<file path="src/nvps_defs.svh">
// Purpose: timing constants for the pseudo-sram host controller
// Assumes: 100 MHz clk, 10 ns period
// Notes: least times round up to whole cycles
// How it works
// - hold chip enable low 65 ns, then high 55 ns precharge.
// - address-access read needs 135 ns low range, 120 ns high range.
// - new address held 135 or 120 ns before write strobe rises.
// - byte-select write pulse lasts at least 20 ns.
// - write strobe low 20 ns before byte selects rise.
// - page writes spaced at least 25 ns apart.
// - page write pulse low 16 ns, high 6 ns.
// - write strobe high 6 ns precharge between page pulses.
// - page read cycle at least 25 ns; word valid within 25 ns.
// - after power-up chip enable stays high 450 us.
// - chip enable high 85 ns after last access before power-off.
// - after sleep release chip enable stays high 450 us.
// - byte selects do not change while chip enable is low.
`ifndef NVPS_DEFS_SVH
`define NVPS_DEFS_SVH
`define NVPS_CLK_NS       10
`define NVPS_CUP(ns)      (((ns) + `NVPS_CLK_NS - 1) / `NVPS_CLK_NS)
`define NVPS_T_CA_NS      65
`define NVPS_T_PC_NS      55
`define NVPS_T_AA_LO_NS   135
`define NVPS_T_AA_HI_NS   120
`define NVPS_T_PAGE_NS    25
`define NVPS_T_WPP_NS     16
`define NVPS_T_WPHP_NS    6
`define NVPS_T_WP_NS      20
`define NVPS_T_PD_NS      85
`define NVPS_T_ZZL_NS     1000
`define NVPS_T_PU_US      450
`define NVPS_T_PU_CYC     (`NVPS_T_PU_US * 1000 / `NVPS_CLK_NS)
`define NVPS_SYNC_CYC     2
`endif

</file>
<file path="src/nvps_pkg.sv">
// Purpose: types for the pseudo-sram host controller
// Assumes: 512K x 16 array
// Notes: none
package nvps_pkg;
	typedef enum logic [1:0] {
		NVPS_OP_READ,
		NVPS_OP_WRITE,
		NVPS_OP_PAGE_READ,
		NVPS_OP_PAGE_WRITE
	} nvps_op_t;
	typedef struct packed {
		nvps_op_t    op;
		logic [18:0] addr;
		logic [15:0] wdata;
		logic [1:0]  lane_en;
	} nvps_req_t;
	typedef struct packed {
		logic        ce_n;
		logic        oe_n;
		logic        we_n;
		logic        lb_n;
		logic        ub_n;
		logic        zz_n;
	} nvps_ctl_t;
endpackage : nvps_pkg

</file>
<file path="src/nvps_host.sv">
// Purpose: host controller driving a 512K x 16 nonvolatile pseudo-sram
// Assumes: 100 MHz clk; pins registered; data_bus input resynchronised
// Notes: page ops reuse the open row; req held until ack
`timescale 1ns/1ns
`include "nvps_defs.svh"
module nvps_host #(
	parameter int unsigned PU_CYC = `NVPS_T_PU_CYC
) (
	// clock and reset
	input  wire logic               clk,
	input  wire logic               reset,
	// user request side
	input  wire logic               req_valid,
	input  wire nvps_pkg::nvps_req_t req,
	input  wire logic               page_last,
	input  wire logic               high_supply,
	input  wire logic               sleep_req,
	output logic                    req_ready,
	output logic                    rd_valid,
	output logic [15:0]             rd_data,
	output logic                    ready_out,
	// memory pins
	output nvps_pkg::nvps_ctl_t     pin_ctl,
	output logic [18:0]             word_address,
	output logic [15:0]             data_bus_out,
	output logic                    data_bus_oe_n,
	input  wire logic [15:0]        data_bus_in
);
	localparam logic [4:0] CA_C   = 5'(`NVPS_CUP(`NVPS_T_CA_NS));
	localparam logic [4:0] PC_C   = 5'(`NVPS_CUP(`NVPS_T_PC_NS));
	localparam logic [4:0] AALO_C = 5'(`NVPS_CUP(`NVPS_T_AA_LO_NS));
	localparam logic [4:0] AAHI_C = 5'(`NVPS_CUP(`NVPS_T_AA_HI_NS));
	localparam logic [4:0] PG_C   = 5'(`NVPS_CUP(`NVPS_T_PAGE_NS));
	localparam logic [4:0] WPP_C  = 5'(`NVPS_CUP(`NVPS_T_WPP_NS));
	localparam logic [4:0] WPH_C  = 5'(`NVPS_CUP(`NVPS_T_WPHP_NS));
	localparam logic [4:0] WP_C   = 5'(`NVPS_CUP(`NVPS_T_WP_NS));
	localparam logic [4:0] PD_C   = 5'(`NVPS_CUP(`NVPS_T_PD_NS));
	localparam logic [7:0] ZZ_C   = 8'(`NVPS_CUP(`NVPS_T_ZZL_NS));
	// read word reaches the sampler two edges late through the input flops
	localparam logic [4:0] SYNC_C = 5'(`NVPS_SYNC_CYC);

	typedef enum logic [2:0] {
		NVPS_ST_PWRUP, NVPS_ST_IDLE, NVPS_ST_ACCESS, NVPS_ST_PAGE_HI,
		NVPS_ST_PRECH, NVPS_ST_SLEEP
	} nvps_state_t;

	nvps_state_t         state_ff, nxt_state;
	logic [18:0]         wait_ff, nxt_wait;
	logic [4:0]          cnt_ff, nxt_cnt;
	nvps_pkg::nvps_ctl_t ctl_ff, nxt_ctl;
	nvps_pkg::nvps_req_t cur_ff, nxt_cur;
	logic [18:0]         addr_ff, nxt_addr;
	logic [15:0]         dout_ff, nxt_dout;
	logic                oe_ff, nxt_oe;
	logic                rdv_ff, nxt_rdv;
	logic [15:0]         rdd_ff, nxt_rdd;
	logic [15:0]         din_s1_ff, din_s2_ff;

	wire logic [4:0] aa_c     = high_supply ? AAHI_C : AALO_C;
	wire logic       is_wr    = cur_ff.op == nvps_pkg::NVPS_OP_WRITE ||
	                            cur_ff.op == nvps_pkg::NVPS_OP_PAGE_WRITE;
	wire logic       is_page  = cur_ff.op == nvps_pkg::NVPS_OP_PAGE_READ ||
	                            cur_ff.op == nvps_pkg::NVPS_OP_PAGE_WRITE;
	wire logic       wait_done = wait_ff == 19'h0_0000;
	wire logic       cnt_done  = cnt_ff == 5'h00;
	wire logic       idle_take = state_ff == NVPS_ST_IDLE && wait_done && !sleep_req;
	wire logic       page_take = state_ff == NVPS_ST_PAGE_HI && cnt_done && req_valid;

	assign req_ready = idle_take || page_take;
	assign ready_out = state_ff == NVPS_ST_IDLE && wait_done;

	always_comb begin
		nxt_state = state_ff;
		nxt_wait  = wait_done ? wait_ff : wait_ff - 19'h0_0001;
		nxt_cnt   = cnt_done ? cnt_ff : cnt_ff - 5'h01;
		nxt_ctl   = ctl_ff;
		nxt_cur   = cur_ff;
		nxt_addr  = addr_ff;
		nxt_dout  = dout_ff;
		nxt_oe    = oe_ff;
		nxt_rdv   = 1'b0;
		nxt_rdd   = rdd_ff;
		unique case (state_ff)
			NVPS_ST_PWRUP: begin
				if (wait_done) nxt_state = NVPS_ST_IDLE;
			end
			NVPS_ST_IDLE: begin
				if (wait_done && sleep_req) begin
					nxt_ctl.zz_n = 1'b0;
					nxt_cnt      = 5'h00;
					nxt_wait     = 19'(ZZ_C);
					nxt_state    = NVPS_ST_SLEEP;
				end else if (idle_take && req_valid) begin
					nxt_cur      = req;
					nxt_addr     = req.addr;
					nxt_dout     = req.wdata;
					nxt_ctl.ce_n = 1'b0;
					nxt_ctl.lb_n = !req.lane_en[0];
					nxt_ctl.ub_n = !req.lane_en[1];
					nxt_ctl.we_n = !(req.op == nvps_pkg::NVPS_OP_WRITE ||
					                 req.op == nvps_pkg::NVPS_OP_PAGE_WRITE);
					nxt_ctl.oe_n = !nxt_ctl.we_n;
					nxt_oe       = !nxt_ctl.we_n;
					// reads also wait out the input flops
					nxt_cnt      = nxt_ctl.we_n ? aa_c + SYNC_C : aa_c;
					nxt_state    = NVPS_ST_ACCESS;
				end
			end
			NVPS_ST_ACCESS: begin
				if (cnt_done) begin
					if (!is_wr) begin
						nxt_rdv = 1'b1;
						nxt_rdd = din_s2_ff;
					end
					if (is_page && !page_last) begin
						nxt_ctl.we_n = 1'b1;
						// output enable stays as is, so a page read keeps its row open
						nxt_cnt      = is_wr ? WPH_C : 5'h00;
						nxt_state    = NVPS_ST_PAGE_HI;
					end else begin
						nxt_ctl = '{ce_n: 1'b1, oe_n: 1'b1, we_n: 1'b1,
						            lb_n: ctl_ff.lb_n, ub_n: ctl_ff.ub_n, zz_n: 1'b1};
						nxt_oe  = 1'b0;
						nxt_cnt = (PC_C > PD_C) ? PC_C : PD_C;
						nxt_state = NVPS_ST_PRECH;
					end
				end
			end
			NVPS_ST_PAGE_HI: begin
				if (page_take) begin
					nxt_cur.op   = cur_ff.op;
					nxt_addr     = {addr_ff[18:2], req.addr[1:0]};
					nxt_dout     = req.wdata;
					nxt_ctl.we_n = !is_wr;
					nxt_ctl.oe_n = is_wr;
					// 16 ns low + 6 ns high fits within the 25 ns page spacing
					nxt_cnt      = is_wr ? WPP_C : PG_C + SYNC_C;
					nxt_state    = NVPS_ST_ACCESS;
				end
			end
			NVPS_ST_PRECH: begin
				if (cnt_done) nxt_state = NVPS_ST_IDLE;
			end
			NVPS_ST_SLEEP: begin
				if (wait_done && !sleep_req) begin
					nxt_ctl.zz_n = 1'b1;
					nxt_wait     = 19'(PU_CYC);
					nxt_state    = NVPS_ST_IDLE;
				end
			end
		endcase
	end

	always_ff @(posedge clk) begin
		din_s1_ff <= data_bus_in;
		din_s2_ff <= din_s1_ff;
	end

	always_ff @(posedge clk) begin
		if (reset) begin
			state_ff <= NVPS_ST_PWRUP;
			wait_ff  <= 19'(PU_CYC);
			cnt_ff   <= 5'h00;
			ctl_ff   <= '{default: 1'b1};
			cur_ff   <= '0;
			addr_ff  <= 19'h0_0000;
			dout_ff  <= 16'h0000;
			oe_ff    <= 1'b0;
			rdv_ff   <= 1'b0;
			rdd_ff   <= 16'h0000;
		end else begin
			state_ff <= nxt_state;
			wait_ff  <= nxt_wait;
			cnt_ff   <= nxt_cnt;
			ctl_ff   <= nxt_ctl;
			cur_ff   <= nxt_cur;
			addr_ff  <= nxt_addr;
			dout_ff  <= nxt_dout;
			oe_ff    <= nxt_oe;
			rdv_ff   <= nxt_rdv;
			rdd_ff   <= nxt_rdd;
		end
	end

	assign pin_ctl       = ctl_ff;
	assign word_address  = addr_ff;
	assign data_bus_out  = dout_ff;
	assign data_bus_oe_n = !oe_ff;
	assign rd_valid      = rdv_ff;
	assign rd_data       = rdd_ff;

	// chip enable low-time and high-time and sleep low-time counters for checking
	logic [7:0] ce_lo_ff, ce_hi_ff, zz_lo_ff;
	always_ff @(posedge clk) begin
		if (reset) begin
			ce_lo_ff <= 8'h00;
			ce_hi_ff <= 8'h00;
			zz_lo_ff <= 8'h00;
		end else begin
			ce_lo_ff <= ctl_ff.ce_n ? 8'h00 : (ce_lo_ff == 8'hff ? ce_lo_ff : ce_lo_ff + 8'h01);
			ce_hi_ff <= !ctl_ff.ce_n ? 8'h00 : (ce_hi_ff == 8'hff ? ce_hi_ff : ce_hi_ff + 8'h01);
			zz_lo_ff <= ctl_ff.zz_n ? 8'h00 : (zz_lo_ff == 8'hff ? zz_lo_ff : zz_lo_ff + 8'h01);
		end
	end

	a_ce_low_min: assert property (@(posedge clk) disable iff (reset)
		$rose(ctl_ff.ce_n) |-> $past(ce_lo_ff) >= 8'(CA_C - 5'h01))
		else $error("chip enable low too short");
	a_ce_prech_min: assert property (@(posedge clk) disable iff (reset)
		$fell(ctl_ff.ce_n) |-> $past(ce_hi_ff) >= 8'(PD_C - 5'h01))
		else $error("chip enable precharge too short");
	a_sleep_hold: assert property (@(posedge clk) disable iff (reset)
		$rose(ctl_ff.zz_n) |-> $past(zz_lo_ff) >= ZZ_C - 8'h01)
		else $error("sleep request too short");
	a_wr_no_oe: assert property (@(posedge clk) disable iff (reset)
		!ctl_ff.we_n |-> ctl_ff.oe_n)
		else $error("output enable during write");
	a_lane_stable: assert property (@(posedge clk) disable iff (reset)
		!ctl_ff.ce_n && !$past(ctl_ff.ce_n) |-> $stable({ctl_ff.lb_n, ctl_ff.ub_n}))
		else $error("byte select moved under chip enable");
	a_page_pulse: assert property (@(posedge clk) disable iff (reset)
		$fell(ctl_ff.we_n) && is_page |-> !ctl_ff.we_n [*2])
		else $error("page write pulse too short");
	a_page_prech: assert property (@(posedge clk) disable iff (reset)
		$rose(ctl_ff.we_n) && !ctl_ff.ce_n |=> ctl_ff.we_n)
		else $error("page precharge too short");
	a_pwrup_idle: assert property (@(posedge clk) disable iff (reset)
		state_ff == NVPS_ST_PWRUP |-> ctl_ff.ce_n)
		else $error("access during power-up hold");
	a_wake_idle: assert property (@(posedge clk) disable iff (reset)
		$rose(ctl_ff.zz_n) |-> ctl_ff.ce_n [*8])
		else $error("access too soon after sleep release");
	c_read: cover property (@(posedge clk) rd_valid);
	c_write: cover property (@(posedge clk) $fell(ctl_ff.we_n));
	c_sleep: cover property (@(posedge clk) $rose(ctl_ff.zz_n));
	c_page: cover property (@(posedge clk) page_take);
endmodule : nvps_host

</file>
<file path="config.mk">
export PLATFORM = sky130hd
export DESIGN_NAME = nvps_host
export DESIGN_NICKNAME = d
export VERILOG_FILES = /design/src/nvps_pkg.sv /design/src/nvps_host.sv
export VERILOG_INCLUDE_DIRS = /design/src /design/src/src
export SDC_FILE = /design/constraint.sdc
export NUM_CORES = 1
export LEC_CHECK = 0
export ABC_CLOCK_PERIOD_IN_PS = 2700
export BUFFER_PORTS_ARGS = -buffer_cell sky130_fd_sc_hd__buf_2
export CAP_MARGIN = 0
export CORE_ASPECT_RATIO = 0.8
export CORE_MARGIN = 5
export CORE_UTILIZATION = 52
export DETAILED_ROUTE_END_ITERATION = 8
export PLACE_DENSITY = 0.85
export SKIP_LAST_GASP = 1
export SLEW_MARGIN = 25
export SYNTH_ARGS = -nofsm -noshare
export SYNTH_HDL_FRONTEND = slang
export SYNTH_SLANG_ARGS = --single-unit
</file>
<file path="constraint.sdc">
create_clock -name clk -period 2.7 [get_ports clk]
set_input_delay 0.27 -clock clk [delete_from_list [all_inputs] [get_ports clk]]
set_output_delay 0.27 -clock clk [all_outputs]
set_load 0.1 [all_outputs]
</file>
; After elaboration in Yosys (flattened, before gate mapping)
; Index checks and enable logic that the tools add are counted.
[classes]
addsub = 3
reduce_logical = 37
bitwise_logic = 5
mux = 50
eq_ne = 20
[op_table]
columns = cell, count
row1 = $mux W19, 5
row2 = $pmux W19 S2, 2
row3 = $mux W16, 3
row4 = $mux W5, 8
row5 = $pmux W16 S2, 1
row6 = $mux W3, 9
row7 = $logic_not A19 Y1, 1
row8 = $sub A19 B1 Y19 const B, 1
row9 = $pmux W3 S6, 1
row10 = $pmux W5 S3, 1
row11 = $reduce_and A5 Y1, 3
row12 = $ne A2 B2 Y1 const B, 7
row13 = $reduce_and A4 Y1, 3
row14 = $reduce_and A6 Y1, 2
row15 = $mux W1, 9
row16 = $logic_and A1 B1 Y1, 8
row17 = $mux W2, 4
row18 = $logic_not A1 Y1, 7
row19 = $eq A2 B2 Y1 const B, 3
row20 = $eq A3 B2 Y1 const B, 2
row21 = $eq A3 B3 Y1 const B, 2
row22 = $mux W6, 1
row23 = $pmux W2 S3, 1
row24 = $reduce_and A3 Y1, 2
row25 = 17 further kinds, 29
[totals]
out_inout_bits = 61
inputBits = 61
regBits = 120
word_cells = 133

; Depth between registers and ports, before layout
; Gate-level depths: netlist of the first run.
[logic_depth]
ltp_word = 7
mapped_depth = 10

; Least setup slack after synthesis of the first run
; No wires, ideal clock.
[synth_timing]
kind = reg-to-output
startpoint = register wait_ff[0]
endpoint = output port req_ready
path_slack_ns = -1.350
path_stages_with_launch = 8
required_ns = 2.430
n_path_buf = 1
arrival_ns = 3.780
path_cell_list = dfxtp_1 -> inv_1 -> ha_1 -> or4b_2 -> nor3_1 -> buf_2 -> nand3_1 -> o21ai_0
[synth_between]
elab_chain_len = 4
[synth_rtl]
columns = element, line_no
row1 = "start, declared", nvps_host.sv:48  ; logic [18:0] wait_ff, nxt_wait;
row2 = "start signal, assigned", nvps_host.sv:162  ; wait_ff <= 19'(PU_CYC);
row3 = "start signal, assigned", nvps_host.sv:173  ; wait_ff <= nxt_wait;
row4 = $logic_not A19 Y1, nvps_host.sv:64  ; wire logic wait_done = wait_ff == 19'h0_0000;
row5 = $logic_and A1 B1 Y1 (2 in a row), nvps_host.sv:66  ; wire logic idle_take = state_ff == NVPS_ST_IDLE && wait_done && !sleep_req;
row6 = $logic_or A1 B1 Y1, nvps_host.sv:69  ; assign req_ready = idle_take || page_take;
row7 = "end, declared", nvps_host.sv:18  ; output logic req_ready,
; No other way between the ends.

; Worst setup path after layout of the first run
[layout_timing]
startpoint = register wait_ff[8]
endpoint = output port req_ready
; The elaborated chain is that of the path after synthesis.

==> impl_results.md, run 1 <==
* Mapped Area at 0.00459 sq mm
* Met1 GRT Util at 0.320
* Storage element area at 0.00240 sq mm
* Largest net degree at the start of global routing at 47
* Final net count at 752
* PwrDens at 746 mW/mm^2
* Critical Path Fanout Max at 6
* Routed vias at 4877
* CP Capture Type: output pin
* First-pass GRT wire length at 24.7 mm
* Number of top-level pins at 122
* Warnings, synthesis at 0
* Post-synth top area cell: dfxtp_1
* Met2 global-route usage at 0.499
* Antenna violations before repair at 0
* Filler cells at 502
* Sequential fraction of the synthesis area at 0.524
* Clock transition at the registers of the reported paths at 0.06 ns
* Routed len/inst at 19.8 um
* Min Tclk post-route at 2.67 ns
* Flops & latches, synth at 120
* Ys flop type: dfxtp_1
* Crit path kind: reg2out
* Maximum clock frequency at 375 MHz
* M3 GR Usage at 0.0953
* Arrival time worst endpoint at 2.40 ns
* Distinct cells, synth at 52
* Leak pwr at 2.67 nW
* Die width at 115 um
* Synth top cells by count: dfxtp_1 (120), nand2_1 (101), a21oi_1 (47)
* Peak supply drop at 0.000562 V
* Root Buffer: clkbuf_8
* CP required at 2.43 ns
* Synthesis-to-finish area growth at 42.1%
* Status: completed
* Synth Instances at 508
* Port buffer count at 121
* Post-route clock skew at 0.0137 ns
* Ranking of synthesized cells by area: dfxtp_1 (52%), nand2_1 (8.3%), a21oi_1 (5.1%), mux2i_1 (3.9%), nor2_1 (3.0%)
* Latest clock arrival within the worst-skew pair at 0.53 ns
* Syn avg cell area at 9.03 sq um
* TritonCTS clock tree: done
* Final Wtd Congestion at 0.947
* DRT iter0 DRCs at 677
* Antenna-violating nets left at 0
* DRC at 0
* Core Area at 0.00856 sq mm
* CP Launch Type: flop
* Drt pass-1 iters at 6
* Min Hold Slack at 0.0120 ns
* Max Slew Vio Count at 0
* H-tree depth at 4
* Combined area of the multi-input logic cells at 0.00205 sq mm
* Most numerous cell in the Yosys netlist: dfxtp_1
* RSZ-0062 raised after global routing: yes
* Num CTS Buffers at 17
* Die Y at 94.0 um
* Relative slew margins at 0.501
* GR Overflow Total at 0
* CTS Sinks at 120
* Initial Util at 0.536
* Maxcap violations at 0
* Post-synth EDFFs at 0
* Layout cells sized above 1 at 0.269
* Worst slew pin tran at 0.746 ns
* Fin. Hold Viols at 0
* Top-area cell type share of the netlist area at 0.524
* Worst hold path class: in2reg
* Setup violations, final at 0
* Syn_nets at 574
* ANT cells at 0
* Site Rows at 30
* CTS Buffer Depth at 2
* Async set-reset flop share out of synthesis at 0
* Final wirelength at 16.1 mm
* Gr usage total at 0.294
* Via density at 6.01
* GRT Max-Usage Layer: met2
* Vias in the first global route at 4925
* Final period utilization at 0.988
* Dpl hpwl at 8.60 mm
* Full die area at 0.0108 sq mm
* Final core occ at 0.762
logic make-up (layout without fill, tap and decap cells):
family          count (synthesis)  in the layout  share of synthesized area
compound gates                 96             96                      0.135
xor+xnor                       17             17                     0.0325
simple gates                  210            210                      0.211
flops                         120            120                      0.524
fa+ha+maj                       5              5                     0.0136
buf+inv                        42            233                     0.0450
mux                            18             18                     0.0393
final timing paths:
path              slack, ns         start          endpoint  cells past startpoint
hold / removal         0.01       req[32]  word_address[14]                      3
setup / recovery       0.03    wait_ff[8]         req_ready                      6
hold reg to reg        0.33  din_s1_ff[0]      din_s2_ff[0]                      0
setup reg to reg       0.13    wait_ff[8]         cnt_ff[0]                      8
metrics by stage:
step / area [sq um] / power, mW / instances / setup slack (ns) / setup TNS, ns
final: 6520 / 4.87 / 811 / 0.0316 / 0
after global routing: 6520 / 5.00 / 811 / -0.0415 / -0.0415
after CTS: 6490 / 4.79 / 810 / 0.0247 / 0
after detailed placement: 5380 / 2.46 / 729 / 0.0690 / 0
after global placement: 5380 / 2.43 / 729 / 0.140 / 0
after floorplan: 4590 / 2.25 / 508 / -0.0874 / -0.272
critical path, stage by stage (launching register included):
cell     delay [ns]
dfxtp_1        0.36
or4_4          0.59
buf_4          0.19
nor3_4         0.25
nand3_4        0.13
o21ai_4        0.16
buf_12         0.19
flip-flops by register name (all words and copies together), names as in the netlist:
register,cells
din_s1_ff,16
cnt_ff,5
oe_ff,1
pin_ctl,6
wait_ff,19
din_s2_ff,16
data_bus_out,16
state_ff,3
rd_data,16
cur_ff,2
word_address,19
rd_valid,1
layout by cell type, fill, tap and decap left out, drive strengths merged, types with 12 or more instances in the layout:
cell type | synthesis | routed
o21ai | 14 | 14
clkbuf | 21 | 18
nor2 | 38 | 38
buf | 10 | 141
inv | 11 | 14
dfxtp | 120 | 120
xnor2 | 12 | 12
dlygate4sd3 | 0 | 49
nand2 | 101 | 101
nor3 | 12 | 12
a21oi | 47 | 47
mux2i | 18 | 18
power by group:
group | internal, mW | switching (mW) | total (mW)
Clock | 1.41 | 0.880 | 2.29
Combinational | 0.296 | 0.378 | 0.674
Sequential | 1.84 | 0.0602 | 1.90
final cells by class:
cell class | count | share of cell area
clock buffer | 18 | 0.0641
clock inverter | 14 | 0.0263
inverter | 11 | 0.00633
multi-input combinational | 346 | 0.314
sequential | 120 | 0.368
tap | 112 | 0.0215
timing repair buffer | 190 | 0.200
timing repair:
item / 4_1_cts / 5_1_grt
pin swaps: 2 / 2
resized for setup: 5 / 5
endpoints found under the setup margin: 2 / 14
buffers inserted: 0 / 1
hold buffers: 49 / 0
endpoints found under the hold margin: 49 / 0
per-layer routing:
layer	wire length (um)	up-vias
met5	0	-
met4	968	0
met2	7810	392
met1	5590	2260
met3	1700	126
li1	-	2099
Power figures use the tool's default switching activity.
==> run 2, diff against run 1 <==
Settings changed: CELL_PAD_IN_SITES_DETAIL_PLACEMENT set to 0, CELL_PAD_IN_SITES_GLOBAL_PLACEMENT set to 1, CORE_UTILIZATION 52 to 39.
==> run 2 against run 1 <==
Wire length is 23% lower. First-iteration DRC count is 68% lower. Critical path depth is 11 higher. Clock skew is 0.0074 ns lower. Non-clock buffer count is 21 lower. Clock power is 2% higher. Sequential share of layout area is 1.1 points higher. Largest cell class unchanged. Largest power group unchanged.
==> impl_results.md, run 2 (synthesized netlist as in run 1, its figures left out) <==
* DRT met1 WL at 5.67 mm
* Setup violations, final at 0
* Synthesis-to-finish area growth at 38.2%
* Num CTS Buffers at 17
* Min Tclk post-route at 2.61 ns
* PwrDens at 757 mW/mm^2
* Most frequent cells in the layout: dfxtp_1 (120), buf_2 (119), nand2_1 (101), a21oi_1 (47), nor2_1 (37)
* RSZ-0062 raised after global routing: yes
* Critical R2R Capture: wait_ff[14]
* Antenna-violating nets left at 0
* Combined area of the multi-input logic cells at 0.00202 sq mm
* Routed vias at 4162
* Crit path kind: reg2reg
* Min Hold Slack at 0.0745 ns
* Hold Path Depth at 2
* CP required at 3.00 ns
* Placed insts at 767
* Layout cells sized above 1 at 0.298
* Gr usage total at 0.176
* Filler cells at 1028
* First-pass GRT wire length at 20.4 mm
* Clock power frac at 0.488
* Top routing layer used: met4
* Source of the worst register-to-register timing path: wait_ff[0]
* Routed len/inst at 14.9 um
* Maximum clock frequency at 383 MHz
* Met3 wire length at 731 um
* Relative slew margins at 0.551
* Worst setup endpoint: wait_ff[14]
* Full die area at 0.0140 sq mm
* Port buffer count at 121
* Die Y at 107 um
* Status: completed
* Reg power frac at 0.395
* CP Launch Type: flop
* Fin. Hold Viols at 0
* DRT iter0 DRCs at 219
* Vias in the first global route at 4241
* GR Overflow Total at 0
* Die width at 131 um
* Site Rows at 35
* Int Power at 3.57 mW
* Number of top-level pins at 122
* Final wirelength at 12.3 mm
* R2R Setup Slk at 0.09 ns
* Storage element area at 0.00240 sq mm
* TritonCTS clock tree: done
* CP Capture Type: flop
* NetSw at 1.22 mW
* Clock transition at the registers of the reported paths at 0.06 ns
* Final net count at 731
* Critical Path Fanout Max at 3
* CTS Sinks at 120
* Most common cell after layout, fill and taps aside: dfxtp_1
* Dpl hpwl at 8.69 mm
* Worst slew pin tran at 0.673 ns
* Worst hold path class: in2reg
* Switching Share at 0.255
* Final Wtd Congestion at 0.862
* Leak pwr at 2.59 nW
* Largest net degree at the start of global routing at 28
* Drt pass-1 iters at 5
* Final core occ at 0.550
* Max Slew Vio Count at 0
* Setup crit start: wait_ff[0]
* Antenna violations before repair at 0
* Latest clock arrival within the worst-skew pair at 0.41 ns
* CTS Buffer Depth at 2
* Metal2 WL at 5.77 mm
* ANT cells at 0
* Logic gate share of total power at 0.117
* DRC at 0
* Final period utilization at 0.967
* Initial Util at 0.398
* Maxcap violations at 0
* Peak supply drop at 0.000508 V
* Reg2Reg Depth at 17
* Arrival time worst endpoint at 2.91 ns
* Core Area at 0.0115 sq mm
* Root Buffer: clkbuf_16
* Via density at 5.04
* Post-route clock skew at 0.00635 ns
* H-tree depth at 4
* Fin cells at 826
==> run 2: per-stage QoR <==
step	setup WS (ns)	area [sq um]	power (mW)	setup TNS (ns)
finish	0.0903	6340	4.79	0
global route	-0.0430	6340	4.99	-0.0509
CTS	0.0606	6330	4.81	0
detailed placement	0.0463	5450	2.46	0
global placement	0.135	5450	2.45	0
floorplan	-0.0874	4590	2.25	-0.272
==> run 2: worst min-delay path by stage <==
stage	start	endpoint	slack, ns
after floorplan	data_bus_in[0]	din_s1_ff[0]	0.30
after global placement	din_s1_ff[5]	din_s2_ff[5]	0.31
after detailed placement	din_s1_ff[6]	din_s2_ff[6]	0.31
after CTS	req[1]	pin_ctl[1]	0.07
after global routing	req[1]	pin_ctl[1]	0.07
final	req[1]	pin_ctl[1]	0.07
==> run 2: critical path, stage by stage, from the launching register on <==
cell      delay (ns)
dfxtp_1         0.37
inv_2           0.05
ha_1            0.19
or4b_4          0.20
nor3_2          0.04
buf_4           0.13
buf_4           0.12
buf_4           0.12
buf_4           0.12
buf_4           0.12
buf_4           0.12
buf_4           0.12
buf_4           0.12
buf_4           0.12
buf_4           0.13
a211oi_2        0.24
xnor2_1         0.15
nor2_1          0.05
==> run 2: cell type report <==
| cell class | instances | area share |
|---|---|---|
| Sequential cell | 120 | 0.379 |
| Multi-Input combinational cell | 346 | 0.318 |
| Timing Repair Buffer | 169 | 0.169 |
| Clock buffer | 18 | 0.0677 |
| Clock inverter | 14 | 0.0298 |
| Tap cell | 148 | 0.0292 |
| Inverter | 11 | 0.00652 |
==> run 2: routing by layer <==
metal  vias up  track usage
met5         -            0
met2       129        0.280
met4         0       0.0551
li1       2070            -
met1      1948        0.232
met3        15       0.0511
==> run 2: power by group through the flow <==
stage               clock network (mW)  registers (mW)  logic (mW)
finish                            2.34            1.90       0.559
detailed placement                   0            1.93       0.526
CTS                               2.37            1.89       0.552
floorplan                            0            1.91       0.339
global placement                     0            1.93       0.522
global route                      2.47            1.90       0.621
==> run 2: what timing repair did <==
action	in CTS	in global routing
cloned	0	0
resized for setup	5	3
setup endpoints to repair	2	4
pin swaps	2	1
buffers inserted	11	0
hold buffers	16	0
hold endpoints to repair	16	0
